--- src/core/fdpi_pkg.sv ---
/*
 * Constants, types and field layouts shared by the floppy drive pin
 * interface. Assumes one 200 MHz clock and a controller core that
 * presents active-high drive requests.
 */
// Behaviour
// - Printer mode: pins 3..7 carry data bits
// - Extension modes: pin 3 is second read data
// - Extension modes: pin 4 is second disk change
// - Single: pins 5..7 float; dual: 5 floats
// - Dual: pin 6 mirrors motor A, open drain
// - Dual: pin 7 mirrors select A, open drain
// - Two-bit field picks density-1 pin role
// - Head pin released side 0, low side 1
// - Direction released outward, low inward
// - One low step pulse per track move
// - Motor A/B low enable drive 0/1
// - Select A/B low enable drive A/B
// - Write data low, qualified by write enable
// - Config bit 7 removes input pull-ups
package fdpi_pkg;

    // ==========================================================
    // Modes and pin functions
    typedef enum logic [1:0] {
        PPM_PRINTER = 2'h0,
        PPM_EXT1    = 2'h1,
        PPM_EXT2    = 2'h2
    } fdpi_pp_mode_t;

    typedef enum logic [1:0] {
        FN_DENSITY = 2'h0,
        FN_GPIO    = 2'h1,
        FN_KBC     = 2'h2,
        FN_SCI     = 2'h3
    } fdpi_den1_fn_t;

    // ==========================================================
    // Field positions and reset values
    localparam int CFG_W          = 8;
    localparam int PUD_BIT        = 7;
    localparam int PD_W           = 5;
    localparam int PD_RDATA       = 0;   // par_data_3
    localparam int PD_DISK_CHANGE_N      = 1;   // par_data_4
    localparam int PD_SPARE       = 2;   // par_data_5
    localparam int PD_MOTOR       = 3;   // par_data_6
    localparam int PD_SELECT      = 4;   // par_data_7
    localparam logic RST_PULLUP   = 1'h1;
    localparam logic PIN_LOW      = 1'h0;
    localparam logic IN_IDLE      = 1'h1;

    // ==========================================================
    // Timing
    localparam int CLK_PERIOD_PS  = 5000;
    localparam int STEP_PULSE_NS  = 1000;
    localparam int STEP_GAP_NS    = 1000;
    localparam int STEP_PULSE_CYC =
        (STEP_PULSE_NS * 1000 + CLK_PERIOD_PS - 1) / CLK_PERIOD_PS;
    localparam int STEP_GAP_CYC   =
        (STEP_GAP_NS * 1000 + CLK_PERIOD_PS - 1) / CLK_PERIOD_PS;
    localparam int STEP_CNT_W     = 16;

    // ==========================================================
    // Carriers
    typedef struct packed {
        logic       head_side1;
        logic       dir_inward;
        logic       step_req;
        logic       motor_a;
        logic       motor_b;
        logic       select_a;
        logic       select_b;
        logic       write_en;
        logic       write_data;
        logic [1:0] density;
    } fdpi_core_cmd_t;

    typedef struct packed {
        logic head;
        logic dir;
        logic step;
        logic motor_a;
        logic motor_b;
        logic select_a;
        logic select_b;
        logic write_en;
        logic write_serial;
        logic density0;
    } fdpi_od_t;

    typedef struct packed {
        logic disk_change_n;
        logic read_data_n;
        logic write_prot_n;
        logic track_zero_n;
        logic index_n;
    } fdpi_drv_in_t;

    typedef struct packed {
        logic gpio_o;
        logic gpio_oe;
        logic kbc_o;
        logic kbc_oe;
        logic sci_assert;
    } fdpi_alt_t;

endpackage : fdpi_pkg

--- src/core/fdpi_step_gen.sv ---
/*
 * Step pulse generator: one low pulse of fixed width per request.
 * Assumes step_req is a one-cycle pulse; one request arriving during
 * a pulse or its recovery gap is held and issued afterwards.
 */
`timescale 1ns/1ps
`default_nettype none
module fdpi_step_gen
    import fdpi_pkg::*;
#(
    parameter int PULSE_CYC = STEP_PULSE_CYC,
    parameter int GAP_CYC   = STEP_GAP_CYC
) (
    input  wire logic mclk,
    input  wire logic rst,
    input  wire logic step_req,
    output logic      step_low
);
    typedef enum logic [1:0] {
        ST_IDLE = 2'h0,
        ST_LOW  = 2'h1,
        ST_GAP  = 2'h2
    } fdpi_step_st_t;

    fdpi_step_st_t          state;
    logic [STEP_CNT_W-1:0]  cnt;
    logic                   pending;

    localparam logic [STEP_CNT_W-1:0] PULSE_LAST = STEP_CNT_W'(PULSE_CYC - 1);
    localparam logic [STEP_CNT_W-1:0] GAP_LAST   = STEP_CNT_W'(GAP_CYC - 1);
    localparam logic [STEP_CNT_W-1:0] PULSE_LEN  = STEP_CNT_W'(PULSE_CYC);

    // ==========================================================
    // Pulse sequencer
    always_ff @(posedge mclk) begin
        if (rst) begin
            state <= ST_IDLE;
            cnt   <= '0;
        end else begin
            case (state)
                ST_IDLE: begin
                    cnt <= '0;
                    if (step_req || pending) begin
                        state <= ST_LOW;
                    end
                end
                ST_LOW: begin
                    if (cnt == PULSE_LAST) begin
                        state <= ST_GAP;
                        cnt   <= '0;
                    end else begin
                        cnt <= cnt + 1'b1;
                    end
                end
                ST_GAP: begin
                    if (cnt == GAP_LAST) begin
                        state <= ST_IDLE;
                        cnt   <= '0;
                    end else begin
                        cnt <= cnt + 1'b1;
                    end
                end
                default: begin
                    state <= ST_IDLE;
                    cnt   <= '0;
                end
            endcase
        end
    end

    // Request during a pulse must not be lost: set wins over consume
    always_ff @(posedge mclk) begin
        if (rst) begin
            pending <= 1'b0;
        end else if (step_req && state != ST_IDLE) begin
            pending <= 1'b1;
        end else if (state == ST_IDLE) begin
            pending <= 1'b0;
        end
    end

    assign step_low = (state == ST_LOW);

    // ==========================================================
    // Checks
    logic [STEP_CNT_W-1:0] chk_width;
    always_ff @(posedge mclk) begin
        if (rst || !step_low) begin
            chk_width <= '0;
        end else begin
            chk_width <= chk_width + 1'b1;
        end
    end

    property p_step_width;
        @(posedge mclk) disable iff (rst)
        $fell(step_low) |-> chk_width == PULSE_LEN;
    endproperty
    a_step_width: assert property (p_step_width)
        else $error("step pulse width wrong");

    property p_step_start;
        @(posedge mclk) disable iff (rst)
        (state == ST_IDLE && step_req) |=> step_low;
    endproperty
    a_step_start: assert property (p_step_start)
        else $error("step request gave no pulse");

    c_step_queued: cover property (@(posedge mclk) disable iff (rst)
        step_low && step_req);

endmodule : fdpi_step_gen
`default_nettype wire

--- src/core/fdpi_den1_mux.sv ---
/*
 * Role selection for the density-select-1 pin.
 * Combinational; the caller registers pin outputs and inputs.
 */
`timescale 1ns/1ps
`default_nettype none
module fdpi_den1_mux
    import fdpi_pkg::*;
(
    input  wire fdpi_den1_fn_t fn,
    input  wire logic          density1,
    input  wire fdpi_alt_t     alt,
    input  wire logic          pin_i,
    output logic               pin_o,
    output logic               pin_oe,
    output logic               gpio_in,
    output logic               kbc_in
);
    // ==========================================================
    // Role decode
    always_comb begin
        pin_o   = PIN_LOW;
        pin_oe  = 1'b0;
        gpio_in = IN_IDLE;
        kbc_in  = IN_IDLE;
        case (fn)
            FN_DENSITY: begin
                pin_oe = ~density1;
            end
            FN_GPIO: begin
                pin_o   = alt.gpio_o;
                pin_oe  = alt.gpio_oe;
                gpio_in = pin_i;
            end
            FN_KBC: begin
                pin_o  = alt.kbc_o;
                pin_oe = alt.kbc_oe;
                kbc_in = pin_i;
            end
            FN_SCI: begin
                // Push-pull, active low
                pin_o  = ~alt.sci_assert;
                pin_oe = 1'b1;
            end
            default: begin
                pin_oe = 1'b0;
            end
        endcase
    end

endmodule : fdpi_den1_mux
`default_nettype wire

--- src/core/fdpi_top.sv ---
/*
 * Floppy drive pin interface: primary drive outputs, input pull-up
 * control, density-1 pin role, and reuse of parallel data pins 3..7
 * as a second drive interface in the extension modes.
 * Assumes pins are synchronous to mclk and that the controller core
 * and parallel port live outside this block.
 */
`timescale 1ns/1ps
`default_nettype none
module fdpi_top
    import fdpi_pkg::*;
#(
    parameter int PULSE_CYC = STEP_PULSE_CYC,
    parameter int GAP_CYC   = STEP_GAP_CYC
) (
    input  wire logic             mclk,
    input  wire logic             rst,
    input  wire fdpi_pp_mode_t    pp_mode,
    input  wire logic [1:0]       pin_function_cfg,
    input  wire logic [CFG_W-1:0] floppy_cfg_reg,
    input  wire fdpi_core_cmd_t   core_cmd,
    input  wire fdpi_alt_t        alt_out,
    input  wire logic [PD_W-1:0]  pp_data_out,
    input  wire logic             pp_data_drive,
    output logic [PD_W-1:0]       pp_data_in,
    output fdpi_od_t              drv_o,
    output fdpi_od_t              drv_oe,
    input  wire fdpi_drv_in_t     drv_in,
    output fdpi_drv_in_t          core_drv_in,
    output logic                  input_pullup_en,
    input  wire logic             density_sel_1_i,
    output logic                  density_sel_1_o,
    output logic                  density_sel_1_oe,
    output logic                  gpio_port1_bit0,
    output logic                  kbc_port_bit,
    input  wire logic [PD_W-1:0]  par_data_i,
    output logic [PD_W-1:0]       par_data_o,
    output logic [PD_W-1:0]       par_data_oe,
    output logic                  ext_read_data_n,
    output logic                  ext_disk_change_n
);
    fdpi_od_t  od_reg;
    logic      step_low;
    logic      den1_o;
    logic      den1_oe;
    logic      gpio_in;
    logic      kbc_in;
    logic      ext_mode;

    assign ext_mode = (pp_mode == PPM_EXT1) || (pp_mode == PPM_EXT2);

    // ==========================================================
    // Step pulse
    fdpi_step_gen #(
        .PULSE_CYC (PULSE_CYC),
        .GAP_CYC   (GAP_CYC)
    ) u_step (
        .mclk     (mclk),
        .rst      (rst),
        .step_req (core_cmd.step_req),
        .step_low (step_low)
    );

    // ==========================================================
    // Primary open-drain outputs; enable means pin pulled low
    always_ff @(posedge mclk) begin
        if (rst) begin
            od_reg <= '0;
        end else begin
            od_reg.head         <= core_cmd.head_side1;
            od_reg.dir          <= core_cmd.dir_inward;
            od_reg.step         <= 1'b0;
            od_reg.motor_a      <= core_cmd.motor_a;
            od_reg.motor_b      <= core_cmd.motor_b;
            od_reg.select_a     <= core_cmd.select_a;
            od_reg.select_b     <= core_cmd.select_b;
            od_reg.write_en     <= core_cmd.write_en;
            // Data outside a write window would corrupt the track
            od_reg.write_serial <= core_cmd.write_data
                                 & core_cmd.write_en;
            od_reg.density0     <= ~core_cmd.density[0];
        end
    end

    always_comb begin
        drv_oe      = od_reg;
        drv_oe.step = step_low;
    end

    // Open drain never drives high
    assign drv_o = '0;

    // ==========================================================
    // Primary inputs and pull-up control
    always_ff @(posedge mclk) begin
        if (rst) begin
            core_drv_in <= '1;
        end else begin
            core_drv_in <= drv_in;
        end
    end

    always_ff @(posedge mclk) begin
        if (rst) begin
            input_pullup_en <= RST_PULLUP;
        end else begin
            input_pullup_en <= ~floppy_cfg_reg[PUD_BIT];
        end
    end

    // ==========================================================
    // Density-select-1 pin role
    fdpi_den1_mux u_den1 (
        .fn       (fdpi_den1_fn_t'(pin_function_cfg)),
        .density1 (core_cmd.density[1]),
        .alt      (alt_out),
        .pin_i    (density_sel_1_i),
        .pin_o    (den1_o),
        .pin_oe   (den1_oe),
        .gpio_in  (gpio_in),
        .kbc_in   (kbc_in)
    );

    always_ff @(posedge mclk) begin
        if (rst) begin
            density_sel_1_o  <= PIN_LOW;
            density_sel_1_oe <= 1'b0;
            gpio_port1_bit0  <= IN_IDLE;
            kbc_port_bit     <= IN_IDLE;
        end else begin
            density_sel_1_o  <= den1_o;
            density_sel_1_oe <= den1_oe;
            gpio_port1_bit0  <= gpio_in;
            kbc_port_bit     <= kbc_in;
        end
    end

    // ==========================================================
    // Parallel data pins 3..7
    always_ff @(posedge mclk) begin
        if (rst) begin
            par_data_o  <= '0;
            par_data_oe <= '0;
        end else begin
            case (pp_mode)
                PPM_EXT1: begin
                    // Inputs on 3 and 4, nothing driven
                    par_data_o  <= '0;
                    par_data_oe <= '0;
                end
                PPM_EXT2: begin
                    par_data_o  <= '0;
                    par_data_oe <= '0;
                    par_data_oe[PD_MOTOR]  <= core_cmd.motor_a;
                    par_data_oe[PD_SELECT] <= core_cmd.select_a;
                end
                default: begin
                    par_data_o  <= pp_data_out;
                    par_data_oe <= {PD_W{pp_data_drive}};
                end
            endcase
        end
    end

    // ==========================================================
    // Inputs from pins 3..7
    always_ff @(posedge mclk) begin
        if (rst) begin
            ext_read_data_n   <= IN_IDLE;
            ext_disk_change_n <= IN_IDLE;
            pp_data_in        <= '0;
        end else if (ext_mode) begin
            ext_read_data_n   <= par_data_i[PD_RDATA];
            ext_disk_change_n <= par_data_i[PD_DISK_CHANGE_N];
            pp_data_in        <= '0;
        end else begin
            ext_read_data_n   <= IN_IDLE;
            ext_disk_change_n <= IN_IDLE;
            pp_data_in        <= par_data_i;
        end
    end

    // ==========================================================
    // Checks
    property p_printer_data;
        @(posedge mclk) disable iff (rst)
        (pp_mode == PPM_PRINTER) |=>
            par_data_o == $past(pp_data_out) &&
            par_data_oe == {PD_W{$past(pp_data_drive)}};
    endproperty
    a_printer_data: assert property (p_printer_data)
        else $error("printer data not on pins");

    property p_ext_rdata;
        @(posedge mclk) disable iff (rst)
        ext_mode ##1 ext_mode |->
            ext_read_data_n == $past(par_data_i[PD_RDATA]) &&
            !par_data_oe[PD_RDATA];
    endproperty
    a_ext_rdata: assert property (p_ext_rdata)
        else $error("second read data not passed");

    property p_ext_disk_change_n;
        @(posedge mclk) disable iff (rst)
        ext_mode |=>
            ext_disk_change_n == $past(par_data_i[PD_DISK_CHANGE_N]) &&
            !par_data_oe[PD_DISK_CHANGE_N];
    endproperty
    a_ext_disk_change_n: assert property (p_ext_disk_change_n)
        else $error("second disk change not passed");

    property p_ext_float;
        @(posedge mclk) disable iff (rst)
        (pp_mode == PPM_EXT1) |=> par_data_oe == '0;
    endproperty
    a_ext_float: assert property (p_ext_float)
        else $error("pin driven in single extension mode");

    property p_dual_spare;
        @(posedge mclk) disable iff (rst)
        (pp_mode == PPM_EXT2) |=> !par_data_oe[PD_SPARE];
    endproperty
    a_dual_spare: assert property (p_dual_spare)
        else $error("pin 5 driven in dual mode");

    property p_dual_motor;
        @(posedge mclk) disable iff (rst)
        (pp_mode == PPM_EXT2) |=>
            par_data_oe[PD_MOTOR] == drv_oe.motor_a &&
            !par_data_o[PD_MOTOR];
    endproperty
    a_dual_motor: assert property (p_dual_motor)
        else $error("extension motor A not mirrored");

    property p_dual_select;
        @(posedge mclk) disable iff (rst)
        (pp_mode == PPM_EXT2) |=>
            par_data_oe[PD_SELECT] == drv_oe.select_a &&
            !par_data_o[PD_SELECT];
    endproperty
    a_dual_select: assert property (p_dual_select)
        else $error("extension select A not mirrored");

    property p_den1_sci;
        @(posedge mclk) disable iff (rst)
        (pin_function_cfg == FN_SCI) |=>
            density_sel_1_oe &&
            density_sel_1_o == !$past(alt_out.sci_assert);
    endproperty
    a_den1_sci: assert property (p_den1_sci)
        else $error("interrupt role not on density pin");

    property p_den1_density;
        @(posedge mclk) disable iff (rst)
        (pin_function_cfg == FN_DENSITY) |=>
            density_sel_1_oe == !$past(core_cmd.density[1]) &&
            !density_sel_1_o;
    endproperty
    a_den1_density: assert property (p_den1_density)
        else $error("density bit 1 wrong on pin");

    property p_head_dir;
        @(posedge mclk) disable iff (rst)
        ##1 drv_oe.head == $past(core_cmd.head_side1) &&
            drv_oe.dir == $past(core_cmd.dir_inward);
    endproperty
    a_head_dir: assert property (p_head_dir)
        else $error("head or direction level wrong");

    property p_write_qual;
        @(posedge mclk) disable iff (rst)
        drv_oe.write_serial |-> drv_oe.write_en;
    endproperty
    a_write_qual: assert property (p_write_qual)
        else $error("write data outside write enable");

    property p_pullup;
        @(posedge mclk) disable iff (rst)
        floppy_cfg_reg[PUD_BIT] |=> !input_pullup_en;
    endproperty
    a_pullup: assert property (p_pullup)
        else $error("pull-ups not removed");

    property p_od_release;
        @(posedge mclk) disable iff (rst)
        (pp_mode == PPM_EXT2) |=> drv_o == '0 &&
            par_data_o[PD_MOTOR] == PIN_LOW &&
            par_data_o[PD_SELECT] == PIN_LOW;
    endproperty
    a_od_release: assert property (p_od_release)
        else $error("open drain pin driven high");

    c_printer: cover property (@(posedge mclk) disable iff (rst)
        pp_mode == PPM_PRINTER && pp_data_drive);
    c_dual_motor: cover property (@(posedge mclk) disable iff (rst)
        pp_mode == PPM_EXT2 && par_data_oe[PD_MOTOR]);
    c_sci: cover property (@(posedge mclk) disable iff (rst)
        pin_function_cfg == FN_SCI && density_sel_1_o == PIN_LOW);
    c_step: cover property (@(posedge mclk) disable iff (rst)
        $rose(drv_oe.step));

endmodule : fdpi_top
`default_nettype wire

--- config.mk ---
export PLATFORM = sky130hd
export DESIGN_NAME = fdpi_top
export DESIGN_NICKNAME = d
export VERILOG_FILES = /design/src/core/fdpi_pkg.sv /design/src/core/fdpi_step_gen.sv /design/src/core/fdpi_den1_mux.sv /design/src/core/fdpi_top.sv
export SDC_FILE = /design/constraint.sdc
export NUM_CORES = 1
export LEC_CHECK = 0
export ABC_CLOCK_PERIOD_IN_PS = 1600
export BUFFER_PORTS_ARGS = -buffer_cell sky130_fd_sc_hd__buf_4
export CAP_MARGIN = 40
export CORE_MARGIN = 2
export CORE_UTILIZATION = 46
export DETAILED_ROUTE_END_ITERATION = 16
export MAX_ROUTING_LAYER = met4
export PLACE_DENSITY = 0.77
export SYNTH_ARGS = -nofsm -noshare
export SYNTH_HDL_FRONTEND = slang
export SYNTH_SLANG_ARGS = --single-unit
--- constraint.sdc ---
create_clock -name mclk -period 1.6 [get_ports mclk]
set_input_delay 0.16 -clock mclk [delete_from_list [all_inputs] [get_ports mclk]]
set_output_delay 0.16 -clock mclk [all_outputs]
set_load 0.01 [all_outputs]
==> metrics.txt <==
Clk Tree Root Cell=clkbuf_8; placed instance count=324; Main synth FF type=dfxtp_1; global-route wire length before repair=roughly 6.5 mm; routed len/inst=~11 um; Worst Path Arrival=1.76 ns; post-synthesis cell count=between 200 and 250; RSZ-0062 raised after global routing=false; I/O Pins=94; synth warn=0; total CTS buffers=5; Layout area overhead=33.5%; drt via density=4.64; final wirelength=3.74 mm; sequential fraction of design power=53.9%; Iter 0 DRT Violations=46; commonest non-fill, non-tap cell in the layout=buf_4; chip width=70.1 um; worst skew pair latency=about 0.3 ns; Sum Neg Setup Slack=0 ns; post-synth cell types=33; startpoint class of the critical path=register; Clock Skew=0.00932 ns; clock slew at reported path FFs=0.09 ns; crit end category=register; post-DP HPWL=2.84 mm; critical path class=reg2reg; global-route usage over all layers=16.8%; share of cells above drive strength 1=33.8%; worst path cell trace=ha_2, and4_1, a41oi_2, or3b_1, a21oi_1; pin count of the biggest net entering global routing=22; Post-Syn Area=between 0.002 and 0.0025 mm2; power density over cell area=988 mW/mm2; CP max FO=4; crit path time final=1.51 ns; routed vias=1,546; Sw Share=25.9%; TritonRoute pass-1 iters=4; Int Pwr=1970 uW; CP delay by family, top=simple AND/OR/NAND/NOR gates; Post-synth EDFFs=0; Setup-failing EPs final=0; CP max stage delay=0.37 ns; I/O Buffers=between 70 and 80; fmax=roughly 0.66 GHz; ys async rst share=0%; num rows=24; synthesized flop and latch total=53; chip height=70.1 um; GP Congestion=0.776; worst hold path type=in2reg; Detail Route Antenna Nets=0; Nets=334; number of global-route vias before repair=1,477; post-route insts no fill=between 300 and 400; Tot Pwr=around 2700 uW; clock power share=27.5%; maxcap violations=0; max-slew violations=0; LEAKAGE=around 0.0012 uW; H-tree levels=2; clk sink count=53; most frequent cells in the layout=buf_4, dfxtp_1, nor2_1; Die Area=just under 0.005 mm2; area of the core=0.00429 mm2; WP data required=1.84 ns; Buf/Inv on CP=0; status=completed; CTS max path bufs=2; CTS tree=built; initial core utilization=46.9%; Seq/Total Area, Yosys=a little over half; VDD IR-drop max=0.000563 V; synthesized area per cell=9.91 um2; Fillers=372; Comb power frac=18.6%; fin crit share=94.6%; ant diodes=0; Critical-path top delay cell=dfxtp_1; Switch Pwr=686 uW; DR DRC count=0; Remaining Overflow, GRT=0; Final Hold Fails=0; initial antenna violation count=0
[Yosys cell counts, types with 2 or more instances]
master / n / area [um2]
dfxtp_1: 53 / 1060
nor2b_1: 7 / 43.8
ha_1: 7 / 87.6
nor3_1: 6 / 30.0
or2_2: 5 / 31.3
nor2_1: 25 / 93.8
clkbuf_1: 2 / 7.51
nand4_1: 4 / 25.0
xnor2_1: 12 / 105
xor2_1: 2 / 17.5
o21ai_0: 4 / 20.0
buf_2: 2 / 10.0
nand2_1: 9 / 33.8
nor4_1: 6 / 37.5
nor4_4: 2 / 42.5
inv_1: 12 / 45.0
a211oi_1: 2 / 15.0
buf_4: 13 / 97.6
nand3_1: 5 / 25.0
and2_1: 11 / 68.8
or3_1: 2 / 12.5
[kinds of logic after synthesis]
family / Yosys count / share of synthesized area, %
compound gates: 10 / 3.67
flops: 53 / 52.7
simple gates: 88 / 24.5
xor+xnor: 14 / 6.09
fa+ha+maj: 7 / 4.35
mux: 1 / 0.498
other cells: 1 / 0.186
buf+inv: 29 / 7.96
[power by group through the flow]
stage	sequential [uW]	clock, uW	combinational (uW)
floorplan	1480	0	256
global placement	1460	0	482
detailed placement	1460	0	492
CTS	1430	763	499
global route	1440	809	552
finish	1430	731	493
[metal layers]
| layer | global-route usage (%) | share of wire [%] |
|---|---|---|
| met1 | 19.1 | 42 |
| met2 | 28.7 | 51 |
| met4 | 7.05 | 1.8 |
| met5 | - | 0 |
| met3 | 3.75 | 5.7 |
[worst register-to-register path, stage by stage, from the launching register on]
cell and delay (ns):
dfxtp_1 0.37, ha_2 0.22, and4_1 0.24, a41oi_2 0.14, or3b_1 0.37, a21oi_1 0.12
[flip-flops by register name, indices dropped and copies added (netlist names), 2 cells and up]
| signal | flops |
|---|---|
| par_data_oe | 3 |
| par_data_o | 5 |
| u_step.cnt | 16 |
| u_step.state | 2 |
| drv_oe | 9 |
| core_drv_in | 5 |
| pp_data_in | 5 |
[worst paths after layout]
path                            start                      endpoint  slack [ns]  cells past startpoint
min                 floppy_cfg_reg[7]    input_pullup_en$_SDFF_PP1_        0.02                      2
max          u_step.cnt[0]$_SDFF_PP0_  u_step.state[1]$_SDFFE_PP0P_        0.09                      5
min reg2reg  u_step.cnt[0]$_SDFF_PP0_      u_step.cnt[0]$_SDFF_PP0_        0.46                      1
max reg2reg  u_step.cnt[0]$_SDFF_PP0_  u_step.state[1]$_SDFFE_PP0P_        0.09                      5
[through the flow]
step | utilization, % | hold WS (ns) | area [um2] | setup slack [ns]
after floorplan | - | 0.227 | 2050 | 0.194
after global placement | 60.2 | 0.314 | 2590 | 0.126
after detailed placement | 60.2 | 0.313 | 2590 | 0.0961
after CTS | 62.5 | 0.0108 | 2680 | 0.0699
after global routing | 62.5 | 0.0112 | 2690 | 0.0102
final | 62.5 | 0.0205 | 2690 | 0.0860
[cell type report]
class / count / area, um2 / share of cell area [%]
inverter: 12 / 45.0 / 1.68
multi-input combinational: 130 / 827 / 30.8
clock inverter: 2 / 13.8 / 0.513
sequential: 53 / 1060 / 39.5
timing repair buffer: 78 / 601 / 22.4
clock buffer: 6 / 72.6 / 2.70
tap: 52 / 65.1 / 2.42
[what timing repair did]
action / 4_1_cts / 5_1_grt
endpoints found under the setup margin: 0 / 1
resized for setup: 0 / 1
hold buffers: 1 / 0
buffers inserted: 0 / 0
endpoints found under the hold margin: 1 / 0
No activity file was read; power rests on OpenSTA's default activity.
